**config.mk**
```make
export PLATFORM = sky130hd
export DESIGN_NAME = scg_top
export DESIGN_NICKNAME = d
export VERILOG_FILES = /design/src/core/scg_pkg.sv /design/src/core/scg_top.sv /design/src/core/scg_unit_gate.sv
export VERILOG_INCLUDE_DIRS = /design/src /design/src/core
export SDC_FILE = /design/constraint.sdc
export NUM_CORES = 1
export LEC_CHECK = 0
export BUFFER_PORTS_ARGS = -buffer_cell sky130_fd_sc_hd__buf_2
export CELL_PAD_IN_SITES_DETAIL_PLACEMENT = 1
export CELL_PAD_IN_SITES_GLOBAL_PLACEMENT = 1
export CORE_MARGIN = 2
export CORE_UTILIZATION = 29
export CTS_BUF_LIST = sky130_fd_sc_hd__clkbuf_8 sky130_fd_sc_hd__clkbuf_16
export DETAILED_ROUTE_END_ITERATION = 6
export PLACE_DENSITY_LB_ADDON = 0.1
export RECOVER_POWER = 25
export SYNTH_ARGS = -nofsm -noshare
export SYNTH_HDL_FRONTEND = slang
export SYNTH_SLANG_ARGS = --single-unit
export TNS_END_PERCENT = 1
```
**constraint.sdc**
```tcl
create_clock -name clk_i -period 5.1 [get_ports clk_i]
set_clock_uncertainty 0.05 [all_clocks]
set_input_delay 1.02 -clock clk_i [delete_from_list [all_inputs] [get_ports clk_i]]
set_output_delay 1.02 -clock clk_i [all_outputs]
set_load 0.02 [all_outputs]
```
**src/core/scg_params.svh**
```systemverilog
// Constants of the sleep-mode clock gating block: offsets, fields, resets.
// Assumes a 32-bit classic Wishbone slave port with byte addresses.
`ifndef SCG_PARAMS_SVH
`define SCG_PARAMS_SVH

`define SCG_ADR_W          12
`define SCG_NUM_UNITS      3
`define SCG_STAT_W         3

`define SCG_SLEEP_GATE_OFS 12'h110
`define SCG_STATUS_OFS     12'h200
`define SCG_MASK_OFS       12'h204

`define SCG_ADC_BIT        16
`define SCG_RATE_HI        9
`define SCG_RATE_LO        8
`define SCG_HIB_BIT        6
`define SCG_WDT_BIT        3

`define SCG_UNIT_ADC       0
`define SCG_UNIT_HIB       1
`define SCG_UNIT_WDT       2

`define SCG_GATE_RESET     1'h0
`define SCG_RATE_RESET     2'h0
`define SCG_STAT_RESET     3'h0
`define SCG_MASK_RESET     3'h0
`define SCG_WORD_ZERO      32'h0000_0000

`endif

```
**src/core/scg_pkg.sv**
```systemverilog
// Types shared by the sleep-mode clock gating block.
// Assumes scg_params.svh supplies the status and mask widths.
`include "scg_params.svh"
`default_nettype none

package scg_pkg;

    typedef enum logic [1:0] {
        SCG_PM_RUN,
        SCG_PM_SLEEP,
        SCG_PM_DEEP
    } scg_power_mode_t;

    typedef enum logic [1:0] {
        SCG_RATE_125K,
        SCG_RATE_250K,
        SCG_RATE_500K,
        SCG_RATE_1M
    } scg_rate_t;

    typedef struct packed {
        logic clk_en;
        logic fault;
    } scg_unit_state_t;

    typedef struct packed {
        logic                    adc_gate;
        logic [1:0]              rate;
        logic                    hib_gate;
        logic                    wdt_gate;
        logic [`SCG_STAT_W-1:0]  status;
        logic [`SCG_STAT_W-1:0]  mask;
        logic                    irq;
        logic                    ack;
        logic                    err;
        logic [31:0]             rdata;
    } scg_top_state_t;

endpackage

`default_nettype wire

```
**src/core/scg_top.sv**
```systemverilog
// Sleep-mode clock gating register with per-unit clock enables,
// access fault detection and a fault interrupt.
// Assumes a classic Wishbone master on the system clock, a decoder
// that pulses unit_access_i per peripheral access, and external
// clock gate cells driven by unit_clk_en_o.
//
// Overview of operation
// RULE1 - An enable bit at one lets its unit receive a clock and run.
// RULE2 - An enable bit at zero stops the unit's clock to save power.
// RULE3 - Any access to a unit whose clock is gated gives a bus fault.
// RULE4 - All gating bits reset to zero, units start unclocked.
// RULE5 - This register's gating applies only while the processor sleeps.
// RULE6 - Sleep gating is used only when automatic gating select is set.
// RULE7 - Bit 16 gates the converter clock during sleep, resets zero.
// RULE8 - Bits 9:8 pick converter rate: 3=1M, 2=500K, 1=250K, 0=125K.
// RULE9 - Software must not program a rate above the part's maximum.
// RULE10 - Bit 6 gates the low power unit clock during sleep, resets zero.
// RULE11 - Bit 3 gates the watchdog clock during sleep, resets zero.
// RULE12 - Software ignores reserved bits and writes them back unchanged.
// RULE13 - Reserved bits are read-only, read zero, ignore writes.
//
// Register access over Wishbone was decided locally.
`include "scg_params.svh"
`default_nettype none

module scg_top
    import scg_pkg::*;
#(
    parameter int NUM_UNITS = `SCG_NUM_UNITS
) (
    input  wire logic                    clk_i,
    input  wire logic                    rst_i,

    input  wire logic                    wb_cyc_i,
    input  wire logic                    wb_stb_i,
    input  wire logic                    wb_we_i,
    input  wire logic [`SCG_ADR_W-1:0]   wb_adr_i,
    input  wire logic [3:0]              wb_sel_i,
    input  wire logic [31:0]             wb_dat_i,
    output var  logic [31:0]             wb_dat_o,
    output var  logic                    wb_ack_o,
    output var  logic                    wb_err_o,

    input  wire logic                    sleep_i,
    input  wire logic                    deep_sleep_i,
    input  wire logic                    auto_gating_select_i,
    input  wire logic [NUM_UNITS-1:0]    run_enable_i,
    input  wire logic [NUM_UNITS-1:0]    deep_enable_i,
    input  wire logic [NUM_UNITS-1:0]    unit_access_i,

    output var  logic [NUM_UNITS-1:0]    unit_clk_en_o,
    output var  logic [NUM_UNITS-1:0]    unit_fault_o,
    output var  logic [1:0]              converter_sample_rate_o,
    output var  logic                    irq_o
);

    scg_top_state_t          st;
    scg_top_state_t          next_st;

    logic [NUM_UNITS-1:0]    sleep_enable;
    logic [NUM_UNITS-1:0]    fault_pulse;
    logic [NUM_UNITS-1:0]    clk_en;

    logic                    req;
    logic                    hit_gate;
    logic                    hit_status;
    logic                    hit_mask;
    logic                    hit_any;
    logic [31:0]             wr_mask;
    logic [31:0]             gate_word;
    logic [31:0]             gate_new;
    logic [31:0]             rd_word;
    logic [`SCG_STAT_W-1:0]  mask_new;
    logic [`SCG_STAT_W-1:0]  stat_clear;

    // Byte lanes expanded to a bit mask for partial writes
    function automatic logic [31:0] lane_mask(input logic [3:0] sel);
        logic [31:0] m;
        m = `SCG_WORD_ZERO;
        for (int i = 0; i < 4; i++) begin
            m[i*8 +: 8] = {8{sel[i]}};
        end
        return m;
    endfunction

    // Gating register image, reserved positions held at zero
    function automatic logic [31:0] pack_gate(input scg_top_state_t s);
        logic [31:0] w;
        w = `SCG_WORD_ZERO; // RULE13
        w[`SCG_ADC_BIT] = s.adc_gate;
        w[`SCG_RATE_HI:`SCG_RATE_LO] = s.rate;
        w[`SCG_HIB_BIT] = s.hib_gate;
        w[`SCG_WDT_BIT] = s.wdt_gate;
        return w;
    endfunction

    // Classic cycle: answer once per strobe, ack drops the cycle after
    assign req        = wb_cyc_i & wb_stb_i & ~st.ack & ~st.err;
    assign hit_gate   = (wb_adr_i[`SCG_ADR_W-1:2] == (`SCG_ADR_W-2)'(`SCG_SLEEP_GATE_OFS >> 2));
    assign hit_status = (wb_adr_i[`SCG_ADR_W-1:2] == (`SCG_ADR_W-2)'(`SCG_STATUS_OFS >> 2));
    assign hit_mask   = (wb_adr_i[`SCG_ADR_W-1:2] == (`SCG_ADR_W-2)'(`SCG_MASK_OFS >> 2));
    assign hit_any    = hit_gate | hit_status | hit_mask;
    assign wr_mask    = lane_mask(wb_sel_i);

    always_comb begin
        gate_word = pack_gate(st);
        // Only implemented bits take write data
        gate_new  = (gate_word & ~wr_mask) | (wb_dat_i & wr_mask); // RULE13
        mask_new  = (st.mask & ~wr_mask[`SCG_STAT_W-1:0])
                  | (wb_dat_i[`SCG_STAT_W-1:0] & wr_mask[`SCG_STAT_W-1:0]);
    end

    always_comb begin
        rd_word = `SCG_WORD_ZERO;
        if (hit_gate) begin
            rd_word = gate_word;
        end else if (hit_status) begin
            rd_word[`SCG_STAT_W-1:0] = st.status;
        end else if (hit_mask) begin
            rd_word[`SCG_STAT_W-1:0] = st.mask;
        end
    end

    // Sleep enables per unit, in unit index order
    always_comb begin
        sleep_enable = '0;
        sleep_enable[`SCG_UNIT_ADC] = st.adc_gate; // RULE7
        sleep_enable[`SCG_UNIT_HIB] = st.hib_gate; // RULE10
        sleep_enable[`SCG_UNIT_WDT] = st.wdt_gate; // RULE11
    end

    // Status read clears only bits already seen by this read
    always_comb begin
        stat_clear = '0;
        if (req && !wb_we_i && hit_status) begin
            stat_clear = st.status;
        end
    end

    always_comb begin
        next_st       = st;
        next_st.ack   = 1'b0;
        next_st.err   = 1'b0;
        next_st.rdata = `SCG_WORD_ZERO;

        if (req) begin
            if (!hit_any) begin
                next_st.err = 1'b1;
            end else begin
                next_st.ack = 1'b1;
                if (!wb_we_i) begin
                    next_st.rdata = rd_word;
                end
            end
        end

        if (req && wb_we_i && hit_gate) begin
            next_st.adc_gate = gate_new[`SCG_ADC_BIT]; // RULE7
            next_st.rate     = gate_new[`SCG_RATE_HI:`SCG_RATE_LO]; // RULE8
            next_st.hib_gate = gate_new[`SCG_HIB_BIT]; // RULE10
            next_st.wdt_gate = gate_new[`SCG_WDT_BIT]; // RULE11
        end

        if (req && wb_we_i && hit_mask) begin
            next_st.mask = mask_new;
        end

        // A new fault in the clearing cycle survives the clear
        next_st.status = (st.status & ~stat_clear) | fault_pulse;
        next_st.irq    = |(next_st.status & next_st.mask);
    end

    always_ff @(posedge clk_i) begin
        if (rst_i) begin
            st.adc_gate <= `SCG_GATE_RESET; // RULE4
            st.rate     <= `SCG_RATE_RESET;
            st.hib_gate <= `SCG_GATE_RESET;
            st.wdt_gate <= `SCG_GATE_RESET;
            st.status   <= `SCG_STAT_RESET;
            st.mask     <= `SCG_MASK_RESET;
            st.irq      <= 1'b0;
            st.ack      <= 1'b0;
            st.err      <= 1'b0;
            st.rdata    <= `SCG_WORD_ZERO;
        end else begin
            st <= next_st;
        end
    end

    // One gate per unit; selection of the active enable set lives there
    for (genvar u = 0; u < NUM_UNITS; u++) begin : g_unit
        scg_unit_gate u_gate (
            .clk_i                (clk_i),
            .rst_i                (rst_i),
            .auto_gating_select_i (auto_gating_select_i),
            .sleep_i              (sleep_i),
            .deep_sleep_i         (deep_sleep_i),
            .run_enable_i         (run_enable_i[u]),
            .sleep_enable_i       (sleep_enable[u]),
            .deep_enable_i        (deep_enable_i[u]),
            .access_i             (unit_access_i[u]),
            .clk_en_o             (clk_en[u]),
            .fault_o              (fault_pulse[u])
        );
    end

    assign wb_dat_o                = st.rdata;
    assign wb_ack_o                = st.ack;
    assign wb_err_o                = st.err;
    assign unit_clk_en_o           = clk_en; // RULE1 RULE2
    assign unit_fault_o            = fault_pulse; // RULE3
    // Rate passes through unchecked; limiting it is software's job
    assign converter_sample_rate_o = st.rate; // RULE8
    assign irq_o                   = st.irq;

endmodule

`default_nettype wire

```
**src/core/scg_unit_gate.sv**
```systemverilog
// One unit's effective clock enable and its access fault detector.
// Assumes access_i is a one-cycle pulse from the system bus decoder.
`include "scg_params.svh"
`default_nettype none

module scg_unit_gate
    import scg_pkg::*;
(
    input  wire logic clk_i,
    input  wire logic rst_i,
    input  wire logic auto_gating_select_i,
    input  wire logic sleep_i,
    input  wire logic deep_sleep_i,
    input  wire logic run_enable_i,
    input  wire logic sleep_enable_i,
    input  wire logic deep_enable_i,
    input  wire logic access_i,
    output var  logic clk_en_o,
    output var  logic fault_o
);

    scg_unit_state_t st;
    scg_unit_state_t next_st;
    scg_power_mode_t mode;

    always_comb begin
        // Sleep registers only count with automatic gating on
        if (!auto_gating_select_i) begin // RULE6
            mode = SCG_PM_RUN;
        end else if (deep_sleep_i) begin
            mode = SCG_PM_DEEP;
        end else if (sleep_i) begin
            mode = SCG_PM_SLEEP;
        end else begin
            mode = SCG_PM_RUN;
        end
    end

    always_comb begin
        next_st = st;
        case (mode)
            SCG_PM_SLEEP: next_st.clk_en = sleep_enable_i; // RULE5
            SCG_PM_DEEP:  next_st.clk_en = deep_enable_i;
            SCG_PM_RUN:   next_st.clk_en = run_enable_i;
            default:      next_st.clk_en = run_enable_i;
        endcase
        // Fault judged on the enable the unit sees this cycle
        next_st.fault = access_i & ~st.clk_en; // RULE3
    end

    always_ff @(posedge clk_i) begin
        if (rst_i) begin
            st.clk_en <= `SCG_GATE_RESET; // RULE4
            st.fault  <= 1'b0;
        end else begin
            st <= next_st;
        end
    end

    assign clk_en_o = st.clk_en; // RULE1 RULE2
    assign fault_o  = st.fault;

endmodule

`default_nettype wire

```
* Word-level counts from Yosys, hierarchy flattened
Cells that the tools add are included.
** Storage, ports and cells
- Word-level logic and storage cells :: 74
- Bits in registers :: 52
- Output and inout port bits :: 43
- Input port bits :: 65
** Cells by class
- Muxes and demuxes :: 12
- Reductions and logical operators :: 11
- Equal/unequal tests :: 5
- Bitwise operators :: 28
** Operator list (number)
- 17-bit AND :: 2
- 10-bit by 8-bit equality test with 1-bit output, second input constant :: 2
- 17-bit NOT :: 1
- 17-bit bitwise OR :: 1
- 3-bit AND :: 4
- 3-bit 2-to-1 mux :: 4
- 10-bit by 7-bit equality test with 1-bit output, second input constant :: 1
- 5-bit OR reduction :: 2
- 1-bit NOT :: 8
- 1-bit AND :: 6
- 3-bit NOT :: 2
- 3-bit bitwise OR :: 2
- 1-bit one-hot mux with 2 select lines :: 3
- 1-bit logical AND :: 5
- 2-bit 2-to-1 mux :: 2
- 4-bit OR reduction :: 1
- 1-bit 2-to-1 mux :: 3
- 3-bit OR reduction :: 1
- 2-bit by 1-bit equality test with 1-bit output, second input constant :: 1
- 2-bit equality test, second input constant :: 1
- 1-bit bitwise OR :: 2
- 2-bit OR reduction :: 1
- 1-bit zero test :: 1

* Logic depth before layout (Yosys ltp)
Gate-level depths: netlist of the first run.
- Depth in word-level cells :: 11
- Mapped depth :: 7
- Depth with buffers taken out :: 7

* Hierarchy
A second synthesis of the first run with hierarchy kept.
** Second synthesis, totals
- Cell total of the unflattened synthesis :: 160
- Area total of the unflattened synthesis :: 1565.3 µm²
** Modules (own cells, without submodules)
- scg_top :: seq. area each 440.4 µm², instances 1, cells each 124, area each 1208.7 µm²
- scg_unit_gate :: seq. area each 40.0 µm², instances 3, cells each 12, area each 118.9 µm²

* Least setup slack after synthesis of the first run
OpenSTA, ideal clock, no wires.
- Kind :: input to register
- From :: input wb_adr_i[11]
- To :: register st (netlist bit irq_o)
- Stages :: 6
- Setup time :: 0.127 ns
- Required time :: 4.923 ns
- Path buffers :: 1
- Data arrival time :: 2.349 ns
- Slack :: 2.574 ns
- Cells stage by stage :: nor4_1 -> and4_1 -> buf_2 -> mux2i_1 -> nor3_1 -> or3_1
** Between the ends
- Longest elaborated chain between the ends :: 8
- Elaborated cells on any way between the ends :: 11
- Classes of those cells :: 2 x eq/ne; 2 x mux; 4 x bitwise; 3 x reduce/logical
** RTL lines
- from (decl) :: RTL line scg_top.sv:37 : input wire logic [`SCG_ADR_W-1:0] wb_adr_i,
- 10-bit by 8-bit equality test with 1-bit output :: RTL line scg_top.sv:100 : assign hit_status = (wb_adr_i[`SCG_ADR_W-1:2] == (`SCG_ADR_W-2)'(`SCG_STATUS_OFS >> 2));
- 1-bit logical AND :: RTL line scg_top.sv:135 : if (req && !wb_we_i && hit_status) begin
- 3-bit 2-to-1 mux :: RTL line scg_top.sv:135
- 3-bit NOT :: RTL line scg_top.sv:169 : next_st.status = (st.status & ~stat_clear) | fault_pulse;
- 3-bit AND :: RTL line scg_top.sv:169
- 3-bit bitwise OR :: RTL line scg_top.sv:169
- 3-bit AND (*) :: RTL line scg_top.sv:170 : next_st.irq = |(next_st.status & next_st.mask);
- 3-bit OR reduction (*) :: RTL line scg_top.sv:170
- to (signal assigned) :: RTL line scg_top.sv:186 : st <= next_st;
- to (decl) :: RTL line scg_top.sv:57 : scg_top_state_t st;
Mark *: on every way between the ends. The rest lies on a longest branch, timed or not.
A chain may end at the register's enable or synchronous reset.

* Final worst setup path of the first run
Ends and elaborated chain as after synthesis.

==> impl_metrics.ini, run 1 <==
[logic_synthesis]
synthAdderAreaFrac_pct = 1.776
synth-seq-cells = 28
synth-simple-area-share_pct = 22.38
synth_xor_xnor_area_share_pct = 0
synth_flop_cell = dfxtp_1
synth_edf_count = 0
synthMuxAreaShare_pct = 7.815
netlist_area_sq_um = 1409
avgSynthCellArea_sq_um = 8.974
synth_compound_area_share_pct = 4.085
synthCells = 157
ys_warn_count = 0
async_flop_share_pct = 0
synth_top_family_by_area = buffers and inverters
synth_cell_type_count = 26
yosysSeqAreaShare_pct = 39.79

[floorplan]
initial_core_util_pct = 30.03
die_area_sq_um = 5432
fp.dieW_um = 73.70
die_y_um = 73.70
rows = 25
io_pins = 108
coreArea_sq_um = 4692

[timing]
fin_crit_sh_pct = 51.81
final.setup.worst_slack_ns = 2.458
finalHoldViolations = 0
fin_crit_ns = 2.642
rsz0062_at_grt = false
drv_slew = 0
relSlewSlack_pct = 37.30
setup_viol = 0
tns_ns = 0
tightest_slew_ns = 0.9405
fmax_mhz = 378.5

[setup_path]
cp_slowest_cell = nor4_1
timing.rr.start = wb_err_o
r2r_setup_slack_ns = 3.22
critPathLaunchType = primary input
r2r-end = irq_o
endpoint_kind = flop
critPathCapture = irq_o
slowest_delay_ns = 0.49
cp.required_ns = 5.21
crit_chain = buf_2 > nor4_1 > and4_1 > mux2i_1 > nor3_1 > or3_1
cp.arrival_ns = 2.75
ff2ff_path_depth = 5
critPathKind = in2reg
path_max_fanout = 3
critPathLaunch = wb_adr_i[11]

[finish]
nFillCells = 590
final_common_cell = buf_2
num_antenna_cells = 0
final_nets = 264
final_cell_mix = buf_2, dfxtp_1, conb_1
final_cells = 250
drive_gt1_share_pct = 28.57
areaGrowthSynthToFinish_pct = 12.61

[worst_hold_path]
min_delay_path_depth = 1
hp-class = reg2reg

[clock_tree]
clkTransAtPathRegs_ns = 0.09
cts_resized = 0
cts_buffers = 3
cts_tree = built
clock-sinks = 28
cts_buffer_depth = 2
post-cts-setup-buffer-count = 0
htree_levels = 1
cts_hold_buf = 0
insertion_delay_ns = 0.27
clock-root-buffer = clkbuf_8

[pwr]
ir_drop_uv = 88.54
p_total_uw = 458.1
pwr_density_cell_nw_per_um2 = 288.8
p_leak_nw = 0.7311

[placed_design]
dp_hpwl_um = 2602
port_buffers = 56
place_ws_ns = 2.182
place_inst = 246
gp_congestion = 0.8058

[routing]
via_count = 1076
drc_errors = 0
avgRoutedWirePerCell_um = 12.39
route.met3.wl_um = 209
drt_first_pass_iters = 3
wl_met2_um = 1492
maxUsedRoutingLayer = met4
avgViaCountPerCell = 4.304
drt_iter0_markers = 28
ant_nets = 0
wl_met1_um = 1366
wl_um = 3097

[job]
maxCapViolations = 0

[global_routing]
antenna_found_initial = 0
grt_overflow = 0
grt_pass1_wl_um = 4740
grt_max_degree = 22
grt_util_all_layers_pct = 11.24
grt_pass1_vias = 1074

[outcome]
outcome = finished, final reports clean
[synthesized netlist by cell type (2+ instances only)]
cell type,instances,area [sq um]
a21oi_1,7,35.03
a22oi_1,3,22.52
and2_1,5,31.28
and4bb_2,2,25.02
buf_2,2,10.01
buf_4,40,300.3
clkbuf_1,2,7.510
dfxtp_1,28,560.5
ha_1,2,25.02
inv_1,5,18.77
mux2i_1,11,110.1
nand2_1,2,7.510
nand4_1,2,12.51
nor2_1,23,86.33
nor3_1,6,30.03
nor3b_1,4,30.03
nor4_1,3,18.77
or4_4,2,22.52
[critical path: cells and delay by family]
family | cells | cell delay [ns]
and+or+nand+nor | 4 | 1.36
muxes | 1 | 0.27
buffers and inverters | 1 | 0.10
[worst min path at each step]
stage	startpoint	end	slack (ns)
after floorplan	g_unit[0].u_gate.clk_en_o	g_unit[0].u_gate.fault_o	0.35
after global placement	g_unit[2].u_gate.clk_en_o	g_unit[2].u_gate.fault_o	0.35
after detailed placement	g_unit[2].u_gate.clk_en_o	g_unit[2].u_gate.fault_o	0.37
after CTS	g_unit[2].u_gate.clk_en_o	g_unit[2].u_gate.fault_o	0.38
after global routing	g_unit[2].u_gate.clk_en_o	g_unit[2].u_gate.fault_o	0.40
final	g_unit[2].u_gate.clk_en_o	g_unit[2].u_gate.fault_o	0.37
[per-layer routing]
layer,global-route usage (%),vias up
met4,4.848,0
met5,0,-
met2,19.64,51
li1,-,537
met1,13.74,486
met3,1.372,2
[final cells by class]
cell class                      instances  area (sq um)  area share [%]
Sequential cell                        28         560.5           35.33
Multi-Input combinational cell        103         598.1           37.70
Clock buffer                            3         41.29           2.603
Tap cell                               54         67.56           4.259
Inverter                                5         18.77           1.183
Clock inverter                          1         30.03           1.893
Timing Repair Buffer                   56         270.3           17.03
[through the flow]
| stage | hold slack (ns) | instance area (sq um) | utilization, % |
|---|---|---|---|
| floorplan | 0.3478 | 1495 | - |
| global placement | 0.3544 | 1525 | 32.51 |
| detailed placement | 0.3652 | 1525 | 32.51 |
| CTS | 0.3798 | 1597 | 34.03 |
| global route | 0.3996 | 1587 | 33.81 |
| finish | 0.3699 | 1587 | 33.81 |
[cell families (layout without fill, tap and decap cells)]
kind of cell | Yosys count | after routing
flip-flops | 28 | 28
buffers and inverters | 49 | 65
multiplexers | 11 | 11
adder cells (fa/ha/maj) | 2 | 2
AND/OR/NAND/NOR | 56 | 56
AO/OA/AOI/OAI | 10 | 10
other | 1 | 24
[power breakdown]
group	internal [mW]	switching (mW)	leakage, nW	total (mW)
Clock	0.105	0.0677	0.0357	0.173
Combinational	0.0200	0.0391	0.468	0.0591
Sequential	0.224	0.00282	0.228	0.226
Power figures use the tool's default switching activity.
==> run 2: changes to the inputs <==
--- a/config.mk
+++ b/config.mk
@@ -10,7 +10,7 @@
 export CELL_PAD_IN_SITES_DETAIL_PLACEMENT = 1
 export CELL_PAD_IN_SITES_GLOBAL_PLACEMENT = 1
 export CORE_MARGIN = 2
-export CORE_UTILIZATION = 29
+export CORE_UTILIZATION = 27
 export CTS_BUF_LIST = sky130_fd_sc_hd__clkbuf_8 sky130_fd_sc_hd__clkbuf_16
 export DETAILED_ROUTE_END_ITERATION = 6
 export PLACE_DENSITY_LB_ADDON = 0.1
==> constraint.sdc (replaced) <==
create_clock -name clk_i -period 2.71 [get_ports clk_i]
set_clock_uncertainty 0.05 [all_clocks]
set_input_delay 0.542 -clock clk_i [delete_from_list [all_inputs] [get_ports clk_i]]
set_output_delay 0.542 -clock clk_i [all_outputs]
set_load 0.02 [all_outputs]
==> run 2 against run 1 <==
  * Cell area grew 1.3%
  * Setup slack lost 1.9 ns
  * Register-to-register slack worse by 2.4 ns
==> impl_metrics.ini, run 2 (synthesis results as in run 1) <==
[outcome]
outcome = finished, final reports clean

[timing]
fin_crit_sh_pct = 79.84
setup_viol = 0
relSlewSlack_pct = 38.85
final.setup.worst_slack_ns = 0.5463
tns_ns = 0
drv_slew = 0
fmax_mhz = 462.2
tightest_slew_ns = 0.9173
hold-worst-slack_ns = 0.3805
finalHoldViolations = 0
rsz0062_at_grt = false
fin_crit_ns = 2.164

[setup_path]
endpoint_kind = flop
cp.required_ns = 2.83
cp.arrival_ns = 2.29
critPathKind = in2reg
path_max_fanout = 3
critPathLaunchType = primary input

[clock_tree]
cts_buffers = 3
cts_buffer_depth = 2
clock-sinks = 28
cts_hold_buf = 0
clkTransAtPathRegs_ns = 0.10
insertion_delay_ns = 0.28
cts_resized = 0
clock-root-buffer = clkbuf_8
htree_levels = 1
post-cts-setup-buffer-count = 0
cts_tree = built

[global_routing]
grt_util_all_layers_pct = 10.87
antenna_found_initial = 0
grt_pass1_wl_um = 5119
grt_max_degree = 22
grt_overflow = 0
grt_pass1_vias = 1111

[finish]
areaGrowthSynthToFinish_pct = 14.12
final_common_cell = buf_2
final_cell_mix = buf_2, dfxtp_1, conb_1
final_util_pct = 31.68
drive_gt1_share_pct = 29.08
final_nets = 264
num_antenna_cells = 0

[placed_design]
gp_congestion = 0.7833
port_buffers = 56
dp_hpwl_um = 2581
place_ws_ns = 0.2410

[routing]
drt_first_pass_iters = 2
wl_um = 3110
drc_errors = 0
avgRoutedWirePerCell_um = 11.69
avgViaCountPerCell = 4.075
ant_nets = 0
drt_iter0_markers = 24
via_count = 1084

[floorplan]
io_pins = 108
coreArea_sq_um = 5075
die_area_sq_um = 5812
rows = 26
fp.dieW_um = 76.24
initial_core_util_pct = 27.76
die_y_um = 76.24

[pwr]
p_total_uw = 869.1
ir_drop_uv = 195.0
pwr_density_cell_nw_per_um2 = 540.5
p_leak_nw = 0.7355

[job]
maxCapViolations = 0

[worst_hold_path]
hp-class = reg2reg
[run 2: changes by cell type in the layout (fill, tap and decap cells not counted), sizes merged]
cell and delta:
clkbuf -1, buf +1
[run 2: path summary, 6_finish.rpt]
kind	start	endpoint	slack, ns	cells past startpoint
hold reg to reg	g_unit[0].u_gate.clk_en_o	g_unit[0].u_gate.fault_o	0.38	1
setup / recovery	wb_adr_i[11]	irq_o	0.55	6
setup reg to reg	wb_err_o	irq_o	0.87	5
hold / removal	g_unit[0].u_gate.clk_en_o	g_unit[0].u_gate.fault_o	0.38	1
[run 2: worst max-delay path, cell delays in order]
cell and delay, ns:
buf_2 0.10, nor4_1 0.51, and4_1 0.41, mux2i_1 0.28
nor3_1 0.07, or3_1 0.38
[run 2: cell type report]
cell class              count  area, sq um
well taps                  70        87.58
fillers                   655         3467
inverters                   5        18.77
clock buffers               3        41.29
repair buffers             56        271.5
multi-input cells         103        598.1
clock inverters             1        30.03
flip-flops and latches     28        560.5
[run 2: metrics by stage]
step / instances / instance area [sq um]
3_5_place_dp: 262 / 1545
2_1_floorplan: 180 / 1495
5_1_grt: 266 / 1608
6_report: 266 / 1608
3_3_place_gp: 262 / 1545
4_1_cts: 266 / 1617
[run 2: routing by layer]
metal	GRT usage, %	share of wire (%)
met5	0	0
met3	2.844	7.3
met2	17.61	48
met1	13.56	43
met4	4.909	1.7
[run 2: where the power goes]
| group | total [mW] | leakage (nW) | switching (mW) | internal, mW |
|---|---|---|---|---|
| sequential | 0.426 | 0.228 | 0.00493 | 0.421 |
| combinational | 0.110 | 0.472 | 0.0722 | 0.0375 |
| clock | 0.334 | 0.0357 | 0.136 | 0.198 |
| total | 0.869 | 0.736 | 0.213 | 0.656 |
==> run 3: changes to the inputs <==
==> constraint.sdc (replaced) <==
create_clock -name clk_i -period 2.2 [get_ports clk_i]
set_clock_uncertainty 0.05 [all_clocks]
set_input_delay 0.44 -clock clk_i [delete_from_list [all_inputs] [get_ports clk_i]]
set_output_delay 0.44 -clock clk_i [all_outputs]
set_load 0.02 [all_outputs]
==> run 3 against run 2 <==
  * Power increased by 23%
  * Flip-flop and latch count unchanged
  * Worst hold slack lost 0.030 ns
  * Clock-buffer cell count did not move
  * Non-clock buffer count rose by 2
==> impl_metrics.ini, run 3 (synthesis results as in run 1) <==
[outcome]
outcome = finished, final reports clean

[pwr]
ir_drop_uv = 223.9
p_leak_nw = 0.7375
pwr_density_cell_nw_per_um2 = 658.4

[worst_hold_path]
min_to = g_unit[0].u_gate.clk_en_o
hold_start = run_enable_i[0]
min_delay_path_depth = 3
hp-class = in2reg

[finish]
final_util_pct = 31.93
final_common_cell = buf_2
num_antenna_cells = 0
final_nets = 266
final_cell_mix = buf_2, dfxtp_1, conb_1
final_cells = 268
areaGrowthSynthToFinish_pct = 15.01
drive_gt1_share_pct = 28.79
nFillCells = 641

[floorplan]
fp.dieW_um = 76.24
coreArea_sq_um = 5075
die_y_um = 76.24
die_area_sq_um = 5812
io_pins = 108
initial_core_util_pct = 27.76
rows = 26

[clock_tree]
cts_tree = built
cts_buffers = 3
cts_buffer_depth = 2
insertion_delay_ns = 0.27
cts_resized = 0
htree_levels = 1
clock-root-buffer = clkbuf_8
post-cts-setup-buffer-count = 0
clock-sinks = 28
cts_hold_buf = 0
clkTransAtPathRegs_ns = 0.10

[placed_design]
place_inst = 264
port_buffers = 56
dp_hpwl_um = 2631
gp_congestion = 0.8406

[setup_path]
r2r-end = irq_o
r2r_setup_slack_ns = 0.36
path_max_fanout = 3
critPathKind = in2reg
critPathLaunchType = primary input
ff2ff_path_depth = 5
cp.arrival_ns = 2.04
timing.rr.start = wb_err_o
endpoint_kind = flop
cp.required_ns = 2.32
critPathLaunch = wb_adr_i[11]

[routing]
via_count = 1088
ant_nets = 0
drc_errors = 0
drt_iter0_markers = 27
drt_first_pass_iters = 3
avgRoutedWirePerCell_um = 11.57
avgViaCountPerCell = 4.060
wl_um = 3100

[timing]
drv_slew = 0
fin_crit_sh_pct = 87.50
fin_crit_ns = 1.925
rsz0062_at_grt = false
relSlewSlack_pct = 38.47
fmax_mhz = 519.5
tightest_slew_ns = 0.9229
setup_viol = 0
finalHoldViolations = 0

[job]
maxCapViolations = 0

[global_routing]
grt_util_all_layers_pct = 10.65
antenna_found_initial = 0
grt_pass1_vias = 1085
grt_max_degree = 22
grt_use_met1_pct = 12.44
grt_pass1_wl_um = 5016
busiest_layer = met2
grt_overflow = 0
globalRouteMet3Util_pct = 3.081
use_met2_pct = 18.23
-- run 3: worst max path at each step --
stage	end	slack (ns)	depth (start not counted)
final	irq_o	0.28	6
after global routing	irq_o	0.12	6
after floorplan	irq_o	0.25	6
after detailed placement	irq_o	-0.03	6
after CTS	irq_o	0.25	6
after global placement	irq_o	-0.03	6
-- run 3: power by group --
part / switching (mW) / internal [mW] / leakage [nW]
registers: 0.00619 / 0.518 / 0.228
clock network: 0.163 / 0.244 / 0.0357
logic: 0.0893 / 0.0468 / 0.474
-- run 3: critical path: stages --
cell and delay (ns):
buf_2 0.11, nor4_1 0.39, and4_1 0.38, mux2i_1 0.27, nor3_1 0.06, or3_1 0.39
-- run 3: routing by layer --
layer,wire length (um),part of all wire (%)
met4,36,1.2
met5,0,0
met3,252,8.1
met1,1297,42
met2,1514,49
-- run 3: layout make-up --
| class | count | area (sq um) | area share [%] |
|---|---|---|---|
| inverter | 5 | 18.77 | 1.158 |
| timing repair buffer | 58 | 284.0 | 17.53 |
| sequential | 28 | 560.5 | 34.59 |
| clock inverter | 1 | 30.03 | 1.853 |
| tap | 70 | 87.58 | 5.405 |
| multi-input combinational | 103 | 598.1 | 36.91 |
| clock buffer | 3 | 41.29 | 2.548 |
-- run 3: stage by stage --
step | setup slack [ns] | instance area, sq um | power, mW | TNS, ns | hold slack (ns)
after floorplan | 0.2539 | 1495 | 0.6611 | 0 | 0.3478
after global placement | -0.02617 | 1560 | 0.6706 | -0.02617 | 0.3584
after detailed placement | -0.03341 | 1560 | 0.6741 | -0.03341 | 0.3735
after CTS | 0.2514 | 1632 | 1.085 | 0 | 0.3420
after global routing | 0.1212 | 1620 | 1.116 | 0 | 0.3547
final | 0.2750 | 1620 | 1.067 | 0 | 0.3507
